==> src/core/rtiu_consts.vh <==
// Constants for the return instruction unit
`ifndef RTIU_CONSTS_VH
`define RTIU_CONSTS_VH
`define RTIU_OP_W 14
`define RTIU_PC_W 13
`define RTIU_LIT_W 8
`define RTIU_SP_W 3
`define RTIU_RFI_CODE 14'h0009
`define RTIU_RLW_MASK 14'h3c00
`define RTIU_RLW_CODE 14'h3400
`define RTIU_IE_BIT 7
`define RTIU_CTRL_RST 8'h00
`define RTIU_W_RST 8'h00
`define RTIU_PC_RST 13'h0000
`define RTIU_SP_RST 3'h0
`define RTIU_SP_ONE 3'h1
`endif

==> src/core/rtiu_return_unit.v <==
// Return instruction unit: return from interrupt and return with literal
//
// Behaviour
// - Return from interrupt pops stack, top of stack goes to program counter.
// - Return from interrupt sets global interrupt enable, bit 7 of control reg.
// - Return from interrupt: one word, two cycles, status flags untouched.
// - Return with literal loads its 8-bit immediate into working register, flags kept.
// - Return with literal pops stack into program counter.
// - Return with literal: one word, two cycles, second cycle refills fetch.
`timescale 1ns/1ns
`include "rtiu_consts.vh"
module rtiu_return_unit #(
    parameter OP_W = `RTIU_OP_W,
    parameter PC_W = `RTIU_PC_W,
    parameter SP_W = `RTIU_SP_W
) (
    // Clock and reset
    input wire core_clk,
    input wire arst_n,
    input wire clk_en,
    // Decoded instruction
    input wire op_valid,
    input wire [OP_W-1:0] op_word,
    // Call stack
    input wire [PC_W-1:0] top_of_stack,
    input wire [SP_W-1:0] stack_ptr,
    // Control register write from elsewhere in the core
    input wire ctrl_wr,
    input wire [`RTIU_LIT_W-1:0] ctrl_wdata,
    // Results
    output reg [PC_W-1:0] pc_q,
    output reg pc_load_q,
    output reg [SP_W-1:0] stack_ptr_q,
    output reg stack_pop_q,
    output reg [`RTIU_LIT_W-1:0] w_q,
    output reg w_load_q,
    output reg [`RTIU_LIT_W-1:0] interrupt_control_reg_q,
    output reg fetch_flush_q,
    output reg busy_q
);
    // One-hot sequencer states
    localparam ST_IDLE = 2'b01;
    localparam ST_REFILL = 2'b10;
    localparam LIT_W = `RTIU_LIT_W;

    // Sequencer
    reg [1:0] state_q;
    reg [1:0] state_d;

    // Next values of the registered outputs
    reg [PC_W-1:0] pc_d;
    reg pc_load_d;
    reg [SP_W-1:0] stack_ptr_d;
    reg stack_pop_d;
    reg [LIT_W-1:0] w_d;
    reg w_load_d;
    reg fetch_flush_d;
    reg busy_d;
    wire [LIT_W-1:0] ctrl_d;

    // Decode
    wire is_rfi;
    wire is_rlw;
    wire idle;
    wire go;
    wire go_rfi;
    wire go_rlw;
    wire [LIT_W-1:0] literal;

    assign is_rfi = (op_word == `RTIU_RFI_CODE);
    assign is_rlw = ((op_word & `RTIU_RLW_MASK) == `RTIU_RLW_CODE);
    assign idle = (state_q == ST_IDLE);

    // Opcode only accepted in idle; the refill cycle swallows the fetched word
    assign go = op_valid && idle && (is_rfi || is_rlw);
    assign go_rfi = go && is_rfi;
    assign go_rlw = go && is_rlw;

    // Immediate sits in the low byte of the word
    assign literal = op_word[LIT_W-1:0];

    // Sequencer next state
    always @* begin
        state_d = state_q;
        case (state_q)
            ST_IDLE: begin
                if (go) begin
                    state_d = ST_REFILL;
                end
            end
            ST_REFILL: begin
                // Second cycle: fetched word is discarded
                state_d = ST_IDLE;
            end
            default: begin
                // Recover from an illegal code without a reset
                state_d = ST_IDLE;
            end
        endcase
    end

    // Program counter load
    always @* begin
        pc_d = pc_q;
        pc_load_d = 1'b0;
        if (go) begin
            pc_d = top_of_stack;
            pc_load_d = 1'b1;
        end
    end

    // Stack pop; the stack memory itself lives outside this block
    always @* begin
        stack_ptr_d = stack_ptr_q;
        stack_pop_d = 1'b0;
        if (go) begin
            // Wraps below zero, as the stack is circular
            stack_ptr_d = stack_ptr - `RTIU_SP_ONE;
            stack_pop_d = 1'b1;
        end
    end

    // Working register load, literal returns only
    always @* begin
        w_d = w_q;
        w_load_d = 1'b0;
        if (go_rlw) begin
            w_d = literal;
            w_load_d = 1'b1;
        end
    end

    // Refill pulse and busy flag
    always @* begin
        fetch_flush_d = go;
        busy_d = go;
    end

    // Control register, one bit at a time
    genvar b;
    generate
        for (b = 0; b < LIT_W; b = b + 1) begin : g_ctrl_bit
            if (b == `RTIU_IE_BIT) begin : g_enable
                // Set wins over a concurrent write of zero
                assign ctrl_d[b] = go_rfi ? 1'b1 :
                    (ctrl_wr ? ctrl_wdata[b] : interrupt_control_reg_q[b]);
            end else begin : g_plain
                assign ctrl_d[b] = ctrl_wr ? ctrl_wdata[b] : interrupt_control_reg_q[b];
            end
        end
    endgenerate

    // Flags never touched here: no status output exists

    // Sequencer state register
    always @(posedge core_clk or negedge arst_n) begin
        if (!arst_n) begin
            state_q <= ST_IDLE;
        end else if (clk_en) begin
            state_q <= state_d;
        end
    end

    // Program counter registers
    always @(posedge core_clk or negedge arst_n) begin
        if (!arst_n) begin
            pc_q <= `RTIU_PC_RST;
            pc_load_q <= 1'b0;
        end else if (clk_en) begin
            pc_q <= pc_d;
            pc_load_q <= pc_load_d;
        end
    end

    // Stack registers
    always @(posedge core_clk or negedge arst_n) begin
        if (!arst_n) begin
            stack_ptr_q <= `RTIU_SP_RST;
            stack_pop_q <= 1'b0;
        end else if (clk_en) begin
            stack_ptr_q <= stack_ptr_d;
            stack_pop_q <= stack_pop_d;
        end
    end

    // Working register
    always @(posedge core_clk or negedge arst_n) begin
        if (!arst_n) begin
            w_q <= `RTIU_W_RST;
            w_load_q <= 1'b0;
        end else if (clk_en) begin
            w_q <= w_d;
            w_load_q <= w_load_d;
        end
    end

    // Control register
    always @(posedge core_clk or negedge arst_n) begin
        if (!arst_n) begin
            interrupt_control_reg_q <= `RTIU_CTRL_RST;
        end else if (clk_en) begin
            interrupt_control_reg_q <= ctrl_d;
        end
    end

    // Refill and busy; pulses hold while the clock enable is low
    always @(posedge core_clk or negedge arst_n) begin
        if (!arst_n) begin
            fetch_flush_q <= 1'b0;
            busy_q <= 1'b0;
        end else if (clk_en) begin
            fetch_flush_q <= fetch_flush_d;
            busy_q <= busy_d;
        end
    end
endmodule
==> config.mk <==
export PLATFORM = sky130hd
export DESIGN_NAME = rtiu_return_unit
export DESIGN_NICKNAME = d
export VERILOG_FILES = /design/src/core/rtiu_return_unit.v
export VERILOG_INCLUDE_DIRS = /design/src /design/src/core
export SDC_FILE = /design/constraint.sdc
export NUM_CORES = 1
export LEC_CHECK = 0
export ABC_AREA = 1
export BUFFER_PORTS_ARGS = -buffer_cell sky130_fd_sc_hd__buf_4
export CORE_ASPECT_RATIO = 1.2
export CORE_MARGIN = 2
export CORE_UTILIZATION = 35
export DETAILED_ROUTE_END_ITERATION = 6
export PLACE_DENSITY = 0.61
export SETUP_SLACK_MARGIN = 0.5
export SYNTH_ARGS = -nofsm -noshare
export SYNTH_HDL_FRONTEND = slang
export SYNTH_SLANG_ARGS = --single-unit
==> constraint.sdc <==
create_clock -name core_clk -period 1.5 [get_ports core_clk]
set_input_delay 0.3 -clock core_clk [delete_from_list [all_inputs] [get_ports core_clk]]
set_output_delay 0.3 -clock core_clk [all_outputs]
set_load 0.02 [all_outputs]
# ---- Word level (Yosys, flattened, before mapping)
# Cells that the tools add are included.
dict set report word_totals {
  in_bits 43
  regBits 37
}
dict set report classes {
  muxes 6
  reduce_logical 11
  n_addsub 1
  n_eq_ne 4
}
# operator n
set ops {}
lappend ops {{equality test 14 x 4 -> 1 bit (second input constant)} 1}
lappend ops {{AND reduction 2 bit} 5}
lappend ops {{equality test 4 bit (second input constant)} 1}
lappend ops {{logical AND 1 bit} 4}
lappend ops {{2-to-1 mux 1 bit} 4}
lappend ops {{2-to-1 mux 2 bit} 2}
lappend ops {{subtractor 3 x 1 -> 3 bit (second input constant)} 1}
lappend ops {{equality test 2 x 1 -> 1 bit (second input constant)} 1}
lappend ops {{inequality test 2 x 1 -> 1 bit (second input constant)} 1}
lappend ops {{nonzero test 2 bit} 1}
lappend ops {{logical OR 1 bit} 1}

# ---- Logic depth before layout (Yosys ltp)
# Gate-level depths: netlist of run 1.
dict set report logic_depth {
  word_depth 6
  ltp_mapped 10
  depth_no_buf 9
}

# ---- Worst setup path before layout of run 1
# OpenSTA, ideal clock, no wires.
dict set report synth_path {
  kind {flip-flop to flip-flop}
  startpoint {reg state_q[0]}
  endpoint {reg pc_q[10]}
  period_less_slack_ns 1.392
  t_arrival_ns 1.275
  t_required_ns 1.383
  stages_incl_launch_ff 8
  setup_slack_ns 0.108
  n_path_buf 1
  cell_sequence {dfstp_2 > and3_1 > nand3_4 > nand2_8 > inv_6 > buf_8 > nand2_1 > nand2_1}
}
dict set report synth_between {
  elab_chain_cells 4
}
# element line
set synth_rtl {}
lappend synth_rtl {{start: declaration} rtiu_return_unit.v:47} ;# reg [1:0] state_q;
lappend synth_rtl {{start signal: assignment} rtiu_return_unit.v:160} ;# state_q <= state_d;
lappend synth_rtl {{equality test 2 x 1 -> 1 bit} rtiu_return_unit.v:72} ;# assign idle = (state_q == ST_IDLE);
lappend synth_rtl {{logical AND 1 bit (2 in a row)} rtiu_return_unit.v:75} ;# assign go = op_valid && idle && (is_rfi || is_rlw);
lappend synth_rtl {{AND reduction 2 bit (no source line)} -}
lappend synth_rtl {{end signal: assignment} rtiu_return_unit.v:167} ;# pc_q <= `RTIU_PC_RST;
lappend synth_rtl {{end signal: assignment} rtiu_return_unit.v:170} ;# pc_q <= pc_d;
lappend synth_rtl {{end: declaration} rtiu_return_unit.v:31} ;# output reg [PC_W-1:0] pc_q,
# Every way passes these cells.
# A chain may end at the register's enable or synchronous reset.

# ---- Worst setup path after layout of run 1
dict set report layout_path {
  startpoint {reg state_q[0]}
  endpoint {reg pc_q[8]}
}
# Same word-level chain as after synthesis.

==> out/metrics.cfg, run 1 <==
[status]
status = complete, no violations

[power]
clockPowerShare = 0.244
p_sw_w = 0.000846
swShare = 0.294
p_seq_frac = 0.430
comb_power_share = 0.326
power_leakage_nw = 1.40
internal_power_w = 0.00203
power_density_mw_per_mm2 = 1100
irDropWorstVdd_uv = 544

[worst_setup_path]
critPathLaunch = state_q[0]
crit_path_frequent_cell = nand2_1
cp.required_ps = 1670
timing.rr.start = state_q[0]
max_stage_delay_ps = 530
start_kind = flip-flop
worstSetupPathType = flip-flop to flip-flop
critical_path.slowest_cell = dfstp_2
path_cells = and3_4, nand3_4, nand2_8, inv_8, nand2_1, nand2_1
worst_ep_arrival_time_ps = 1480
cp-end-kind = flip-flop
critPathMaxFanout = 17

[clock_tree]
cts_tree = yes
insertion_delay_ps = 280
clkTransAtPathRegs_ps = 70
clockBufferDepth = 2
cts_root_buf = clkbuf_8
numCtsBuffers = 5
cts.sinks = 36
cts-htree-levels = 2

[global_route]
grt_first_pass_wirelength_um = 6020
grt_max_degree = 37
track_usage = 0.156
antenna_found_initial = 0
grt-ovfl-total = 0
grt_pass1_vias = 1360

[floorplan]
die_w_um = 64.9
start_util = 0.366
core.rowCount = 26
coreArea_mm2 = 0.00426
die_y_um = 77.1
design.die.area_mm2 = 0.00501
ios = 80

[sta]
fmax_mhz = 767
relSlewSlack = 0.703
report.final.slew_viol_count = 0
period_share = 0.869
fin_skew_ps = 2.11
holdWs_ps = 205
rsz0062_at_grt = yes
setup_viol = 0
fin_crit_ps = 1300
tightestPinTransition_ps = 446
fin_tns_setup_ps = 0
finalHoldViolations = 0

[final_layout]
final_area_mm2 = 0.00261
final_common_cell = buf_4
final_cell_mix = buf_4, nand2_1, buf_6
syn2layout_area_growth_pct = 67.4
drive_gt1_frac = 0.481
final_net_count = 307
diodes = 0

[logic_synthesis]
yosysWarnings = 0
synth_seq_cells = 36
synth_area_leaders = dfrtp_1, nand2_1, mux2_2
synth_fp_nets = 205
synth_top_area_frac = 0.562
seq_area_frac_synth = 0.579
yosysTopAreaCell = dfrtp_1
postSynthAreaPerCell_um2 = 9.68
synthesis.area_mm2 = 0.00156
syn_inst = 161
yosysUniqueCellTypes = 22

[hold_path]
hold_path_class = primary input to flip-flop
min-delay-start = top_of_stack[3]

[placed_design]
placed_cell_area_mm2 = 0.00220
place.gp.congestion = 0.724
port_buffers = 79
dp_hpwl_um = 2550

[routing]
final_antenna_net_count = 0
drc = 0
vias = 1346
first_iter_violations = 84
finalWirelength_um = 3610
vias_per_cell = 4.21
wl_per_cell_um = 11.3
dr.pass1.iters = 4

[job]
maxCapViolCount = 0

registers in the layout, summed over array words and instances (netlist names):
name,flops
stack_ptr_q,3
stack_pop_q,1
pc_q,13
state_q,2
w_load_q,1
interrupt_control_reg_q,8
w_q,8
power groups by stage:
stage | Combinational (W) | Sequential, W | Clock, W
2_1_floorplan | 0.000169 | 0.00141 | 0
3_3_place_gp | 0.000742 | 0.00123 | 0
3_5_place_dp | 0.000751 | 0.00123 | 0
4_1_cts | 0.000919 | 0.00124 | 0.000725
5_1_grt | 0.00101 | 0.00125 | 0.000776
6_report | 0.000939 | 0.00124 | 0.000700
final cells by class:
class	instances	area, um2
Clock buffer	8	90.1
Fill cell	380	1650
Inverter	17	71.3
Multi-Input combinational cell	101	552
Sequential cell	36	903
Tap cell	56	70.1
Timing Repair Buffer	102	923
metal layers:
layer  track usage  vias to the layer above  wire length [um]
met4        0.0638                        0                64
met5             0                        -                 0
met2         0.273                       46              1900
met1         0.177                      600              1430
met3        0.0396                        5               214
li1              -                      695                 -
stage by stage:
| step | util | power, W | worst slack (ps) | std cells |
|---|---|---|---|---|
| after floorplan | - | 0.00158 | 147 | 161 |
| after global placement | 0.515 | 0.00197 | 101 | 291 |
| after detailed placement | 0.515 | 0.00198 | 93.9 | 291 |
| after CTS | 0.601 | 0.00288 | 182 | 315 |
| after global routing | 0.612 | 0.00304 | 116 | 320 |
| final | 0.612 | 0.00288 | 197 | 320 |
critical path: cells and delay by family (launching register included):
family                 cells  cell delay, ps
buffers and inverters      1              70
DFF                        1             530
and+or+nand+nor            5             580
worst paths after layout:
| path | end | slack (ps) | depth (start not counted) |
|---|---|---|---|
| worst max-delay path | pc_q[8] | 200 | 6 |
| worst min-delay path | pc_q[3] | 200 | 3 |
| worst max register to register | pc_q[8] | 200 | 6 |
| worst min register to register | pc_q[7] | 500 | 2 |
| max in group asynchronous | state_q[0] | 650 | 2 |
| min in group asynchronous | pc_q[9] | 510 | 2 |
kinds of logic after synthesis:
family / synth area share
AND/OR/NAND/NOR: 0.234
flip-flops: 0.579
buffers and inverters: 0.0835
AO/OA/AOI/OAI: 0.0401
multiplexers: 0.0506
XOR/XNOR: 0.00562
adder cells (fa/ha/maj): 0.00802
Yosys cell counts:
cell,count
nor2_1,11
nand3_4,1
o21ai_2,2
dfrtp_1,35
buf_4,4
clkbuf_2,1
inv_6,1
buf_8,1
o21ai_0,9
dfstp_2,1
mux2_2,7
and3_1,1
nand3_2,1
buf_6,1
xnor2_1,1
nand2_8,1
ha_1,1
nand2_1,61
nand3_1,3
inv_1,16
nor3b_4,1
nand2_2,1
timing repair:
item,4_1_cts,5_1_grt
endpoints found under the hold margin,35,0
gates cloned,0,0
pin swaps,2,2
hold buffers,1,0
buffers inserted,15,5
resized for setup,38,5
endpoints found under the setup margin,66,66
No activity file was read; power rests on OpenSTA's default activity.
==> run 2: changes to the inputs <==
Settings changed: PLACE_DENSITY 0.61 to 0.72.
==> run 2 against run 1 <==
Effect of this change: via count increased by 0.89%; first-iteration DRC count decreased by 48%; setup slack improved by 3.9 ps.
==> out/metrics.cfg, run 2 (same netlist as run 1, synthesis figures left out) <==
[sta]
setup_viol = 0  ; unchanged
tightestPinTransition_ps = 462  ; +16.3 ps
rsz0062_at_grt = yes
period_share = 0.866  ; -0.00261
holdWs_ps = 209  ; +4.08 ps
relSlewSlack = 0.692  ; -0.0109
fmax_mhz = 770  ; +0.30%
finalHoldViolations = 0  ; unchanged
fin_skew_ps = 6.49  ; +4.38 ps
fin_tns_setup_ps = 0  ; unchanged
report.final.slew_viol_count = 0  ; unchanged
fin_crit_ps = 1300  ; -3.91 ps

[clock_tree]
numCtsBuffers = 5  ; unchanged
insertion_delay_ps = 290  ; about the same
clockBufferDepth = 2  ; unchanged
cts_tree = yes
cts.sinks = 36  ; unchanged
cts-htree-levels = 2  ; unchanged
cts_root_buf = clkbuf_8
clkTransAtPathRegs_ps = 70  ; about the same

[final_layout]
final_net_count = 308  ; +0.33%
register_area_um2 = 903  ; unchanged
final_common_cell = buf_4
drive_gt1_frac = 0.513  ; +0.0321
multiInputGateArea_um2 = 567  ; +2.7%
final_cell_mix = buf_4, nand2_1, buf_6
diodes = 0  ; unchanged
regMostFlops = pc_q
fill_cells = 355  ; -6.6%
syn2layout_area_growth_pct = 70.6
top_regs = pc_q: 13 flops, interrupt_control_reg_q: 8 flops, w_q: 8 flops
largest_reg_flops = 13  ; unchanged

[floorplan]
die_w_um = 64.9  ; unchanged
start_util = 0.366  ; unchanged
coreArea_mm2 = 0.00426  ; unchanged
die_y_um = 77.1  ; unchanged
core.rowCount = 26  ; unchanged
ios = 80  ; unchanged
design.die.area_mm2 = 0.00501  ; unchanged

[worst_setup_path]
critical_path.slowest_cell = dfstp_2
cp.required_ps = 1670  ; about the same
crit_path_frequent_cell = nand2_1
path_cells = and3_4, nand3_4, nand2_8, inv_12, nand2_1, nand2_1
max_stage_delay_ps = 530  ; about the same
critical_path.top_delay_family = simple AND/OR/NAND/NOR gates
critPathMaxFanout = 17  ; unchanged
worstSetupPathType = flip-flop to flip-flop
start_kind = flip-flop
worst_ep_arrival_time_ps = 1470  ; about the same
critPathBufInv = 1  ; unchanged
cp-end-kind = flip-flop

[global_route]
track_usage = 0.156  ; about the same
grt_max_degree = 37  ; unchanged
grt_pass1_vias = 1402  ; +3.1%
grt-ovfl-total = 0  ; unchanged
antenna_found_initial = 0  ; unchanged
grt_first_pass_wirelength_um = 6020  ; +0.12%

[hold_path]
hold_path_class = primary input to flip-flop

[routing]
vias = 1358  ; +0.89%
dr.pass1.iters = 4  ; unchanged
final_antenna_net_count = 0  ; unchanged
wl_per_cell_um = 11.6  ; +2.6%
finalWirelength_um = 3710  ; +2.9%
first_iter_violations = 44  ; -48%
drc = 0  ; unchanged
vias_per_cell = 4.23  ; +0.58%

[job]
maxCapViolCount = 0  ; unchanged

[status]
status = complete, no violations

[power]
power_leakage_nw = 1.41  ; +1.2%
clockPowerShare = 0.256  ; +0.012
finalPower_w = 0.00295  ; +2.7%
p_seq_frac = 0.419  ; -0.011
power_density_mw_per_mm2 = 1110  ; +0.73%
irDropWorstVdd_uv = 634  ; +17%
comb_power_share = 0.325  ; about the same
swShare = 0.293  ; -0.000778
p_sw_w = 0.000866  ; +2.4%
internal_power_w = 0.00209  ; +2.8%

[placed_design]
place.gp.congestion = 0.739  ; +2.0%
dp_hpwl_um = 2570  ; +0.88%
port_buffers = 79  ; unchanged

## run 2: path summary, 6_finish.rpt
| kind | startpoint | endpoint | slack, ps | depth (start not counted) |
|---|---|---|---|---|
| max | state_q[0] | stack_ptr_q[0] | 200 | 6 |
| min | top_of_stack[3] | pc_q[3] | 210 | 3 |
| max reg2reg | state_q[0] | stack_ptr_q[0] | 200 | 6 |
| min reg2reg | pc_q[1] | pc_q[1] | 490 | 2 |
| max in group asynchronous | arst_n | state_q[0] | 630 | 2 |
| min in group asynchronous | arst_n | pc_q[11] | 500 | 2 |
## run 2: stage by stage
stage	cell area (um2)	std cells	worst slack, ps	util
3_3_place_gp	2200	291	111	0.515
6_report	2660	321	201	0.624
3_5_place_dp	2200	291	87.8	0.515
4_1_cts	2580	313	198	0.607
5_1_grt	2660	321	137	0.624
2_1_floorplan	1580	161	147	-
## run 2: timing repair
action,CTS,global route
hold buffers,1,0
hold endpoints to repair,35,0
setup buffers,13,8
cloned,0,0
pin swaps,4,4
resized for setup,44,8
setup endpoints to repair,66,66
## run 2: power groups by stage
stage | Combinational [W] | Sequential, W | Clock (W)
after floorplan | 0.000169 | 0.00141 | 0
final | 0.000959 | 0.00124 | 0.000755
after detailed placement | 0.000752 | 0.00123 | 0
after global routing | 0.00103 | 0.00125 | 0.000820
after global placement | 0.000738 | 0.00123 | 0
after CTS | 0.000930 | 0.00124 | 0.000782
## run 2: metal layers
| layer | track usage | part of all wire | vias to the layer above |
|---|---|---|---|
| met5 | 0 | 0 | - |
| met4 | 0.0681 | 0.012 | 0 |
| met3 | 0.0396 | 0.054 | 5 |
| met2 | 0.272 | 0.55 | 40 |
| met1 | 0.176 | 0.38 | 619 |
| li1 | - | - | 694 |
## run 2: worst register-to-register path, cell delays in order, from the launching register on
cell and delay (ps):
dfstp_2 530, and3_4 220, nand3_4 100, nand2_8 150, inv_12 70, nand2_1 60
nand2_1 60
## run 2: cell type report
type | instances | area share
tap | 56 | 0.0263
sequential | 36 | 0.340
multi-input combinational | 101 | 0.213
timing repair buffer | 103 | 0.355
inverter | 17 | 0.0287
clock buffer | 8 | 0.0376
==> run 3: changes to the inputs <==
Clock period 1.5 ns to 1.3 ns, I/O delays scaled along.
==> run 3 against run 2 <==
Effect of this change: the run now ends with hold timing left; register-to-register slack lost 180 ps; flip-flop and latch count unchanged; non-clock buffer count grew 11; critical path type unchanged.
==> out/metrics.cfg, run 3 (same netlist as run 1, synthesis figures left out) <==
[hold_path]
hold_path_class = primary input to async pin

[power]
p_seq_frac = 0.423  ; +0.004
irDropWorstVdd_uv = 725  ; +14%
power_density_mw_per_mm2 = 1230  ; +11%
power_leakage_nw = 1.50  ; +5.7%
comb_power_share = 0.361  ; +0.036
internal_power_w = 0.00240  ; +15%
clockPowerShare = 0.217  ; -0.039
finalPower_w = 0.00340  ; +15%
p_sw_w = 0.00100  ; +16%
swShare = 0.295  ; +0.00109

[worst_setup_path]
critPathMaxFanout = 12  ; -5
critPathBufInv = 1  ; unchanged
r2r_slack_ps = 20  ; -180 ps
critPathLaunch = state_q[0]
path_cells = and3_4, nand3_4, nand2_8, buf_12, nand2_1, nand2_1
crit_path_frequent_cell = nand2_1
critical_path.slowest_cell = dfstp_2
worstSetupPathType = flip-flop to flip-flop
timing.rr.start = state_q[0]
start_kind = flip-flop
max_stage_delay_ps = 530  ; about the same
cp.required_ps = 1520  ; -150 ps
critical_path.top_delay_family = simple AND/OR/NAND/NOR gates
cp-end-kind = flip-flop
worst_ep_arrival_time_ps = 1500  ; +30 ps

[global_route]
track_usage = 0.158  ; +0.00227
grt_first_pass_wirelength_um = 6170  ; +2.4%
antenna_found_initial = 0  ; unchanged
grt_max_degree = 37  ; unchanged
grt_pass1_vias = 1408  ; +0.43%
grt-ovfl-total = 0  ; unchanged

[placed_design]
place.gp.congestion = 0.698  ; -5.5%
dp_hpwl_um = 2510  ; -2.2%
dp_slack_ps = -1.25  ; -89.1 ps
placed_cell_area_mm2 = 0.00227  ; +3.2%
port_buffers = 79  ; unchanged

[final_layout]
final_net_count = 319  ; +3.6%
top_regs = pc_q: 13 flops, interrupt_control_reg_q: 8 flops, w_q: 8 flops
final_area_mm2 = 0.00276  ; +3.9%
diodes = 0  ; unchanged
fill_cells = 365  ; +2.8%
final_cell_mix = buf_4, nand2_1, buf_6
final_common_cell = buf_4
regMostFlops = pc_q
syn2layout_area_growth_pct = 77.3
final_util = 0.649  ; +0.0244
largest_reg_flops = 13  ; unchanged
drive_gt1_frac = 0.525  ; +0.0122

[sta]
period_share = 0.987  ; +0.121
finalHoldViolations = 35  ; +35
finalWorstSetupSlack_ps = 17.3  ; -184 ps
holdWs_ps = -76.0  ; -285 ps
rsz0062_at_grt = yes
fin_skew_ps = 3.91  ; -2.58 ps
report.final.slew_viol_count = 0  ; unchanged
fmax_mhz = 780  ; +1.3%
fin_crit_ps = 1280  ; -16.5 ps
tightestPinTransition_ps = 447  ; -15.3 ps
setup_viol = 0  ; unchanged
relSlewSlack = 0.702  ; +0.0102

[floorplan]
design.die.area_mm2 = 0.00501  ; unchanged
start_util = 0.366  ; unchanged
core.rowCount = 26  ; unchanged
die_y_um = 77.1  ; unchanged
coreArea_mm2 = 0.00426  ; unchanged
ios = 80  ; unchanged
die_w_um = 64.9  ; unchanged

[clock_tree]
insertion_delay_ps = 280  ; about the same
clkTransAtPathRegs_ps = 70  ; about the same
cts.sinks = 36  ; unchanged
numCtsBuffers = 5  ; unchanged
cts_tree = yes
clockBufferDepth = 2  ; unchanged
cts-htree-levels = 2  ; unchanged
cts_root_buf = clkbuf_8

[job]
maxCapViolCount = 0  ; unchanged

[routing]
first_iter_violations = 56  ; +27%
dr.pass1.iters = 3  ; -1
final_antenna_net_count = 0  ; unchanged
vias_per_cell = 4.29  ; +1.3%
wl_per_cell_um = 11.1  ; -4.3%
finalWirelength_um = 3670  ; -1.1%
drc = 0  ; unchanged
vias = 1423  ; +4.8%

[status]
failed_checks = hold timing
status = finished with violations

==> run 3: changes by cell type in the layout (fill, tap and decap cells not counted), moves of 3 or more <==
cell and change:
nand2_1 +3, o21ai_0 -3, nand2_2 -3, mux2_2 -7
o21ai_1 +3, buf_4 +5, mux2_4 +7, buf_6 +8
==> run 3: area by class of cell <==
class / instances / area (um2) / share of cell area
timing repair buffer: 114 / 1040 / 0.377
clock buffer: 7 / 76.3 / 0.0276
tap: 56 / 70.1 / 0.0254
inverter: 17 / 68.8 / 0.0249
clock inverter: 1 / 5.00 / 0.00181
multi-input combinational: 101 / 599 / 0.217
sequential: 36 / 903 / 0.327
==> run 3: worst paths after layout <==
kind                              end  depth (start not counted)
min in group core_clk         pc_q[3]                          3
setup reg to reg              pc_q[9]                          6
setup / recovery              pc_q[9]                          6
max in group asynchronous  state_q[0]                          1
hold / removal                 w_q[0]                          1
hold reg to reg               pc_q[1]                          2
==> run 3: metrics by stage <==
stage | instances | setup TNS (ps)
floorplan | 161 | -420
global route | 332 | -1300
global placement | 294 | 0
finish | 332 | 0
detailed placement | 294 | -1.39
CTS | 320 | 0
==> run 3: per-layer routing <==
layer / up-vias / share of wire / GRT usage
li1: 716 / - / -
met1: 656 / 0.38 / 0.173
met2: 46 / 0.54 / 0.280
met3: 5 / 0.075 / 0.0601
met4: 0 / 0.0095 / 0.0447
met5: - / 0 / 0
==> run 3: what timing repair did <==
item / 4_1_cts / 5_1_grt
pin swaps: 3 / 1
resized for setup: 47 / 11
hold endpoints to repair: 35 / 35
setup buffers: 18 / 12
cloned: 0 / 0
endpoints found under the setup margin: 72 / 73
==> run 3: worst reg2reg max path, cell delays in order, from the launching register on <==
cell and delay [ps]:
dfstp_2 530, and3_4 210, nand3_4 120, nand2_8 120
buf_12 130, nand2_1 50, nand2_1 50
==> run 3: power groups by stage <==
stage / logic, W / clock network, W / registers (W)
2_1_floorplan: 0.000224 / 0 / 0.00163
3_3_place_gp: 0.000876 / 0 / 0.00142
3_5_place_dp: 0.000890 / 0 / 0.00142
4_1_cts: 0.00113 / 0.000780 / 0.00143
5_1_grt: 0.00132 / 0.000818 / 0.00145
6_report: 0.00123 / 0.000738 / 0.00144
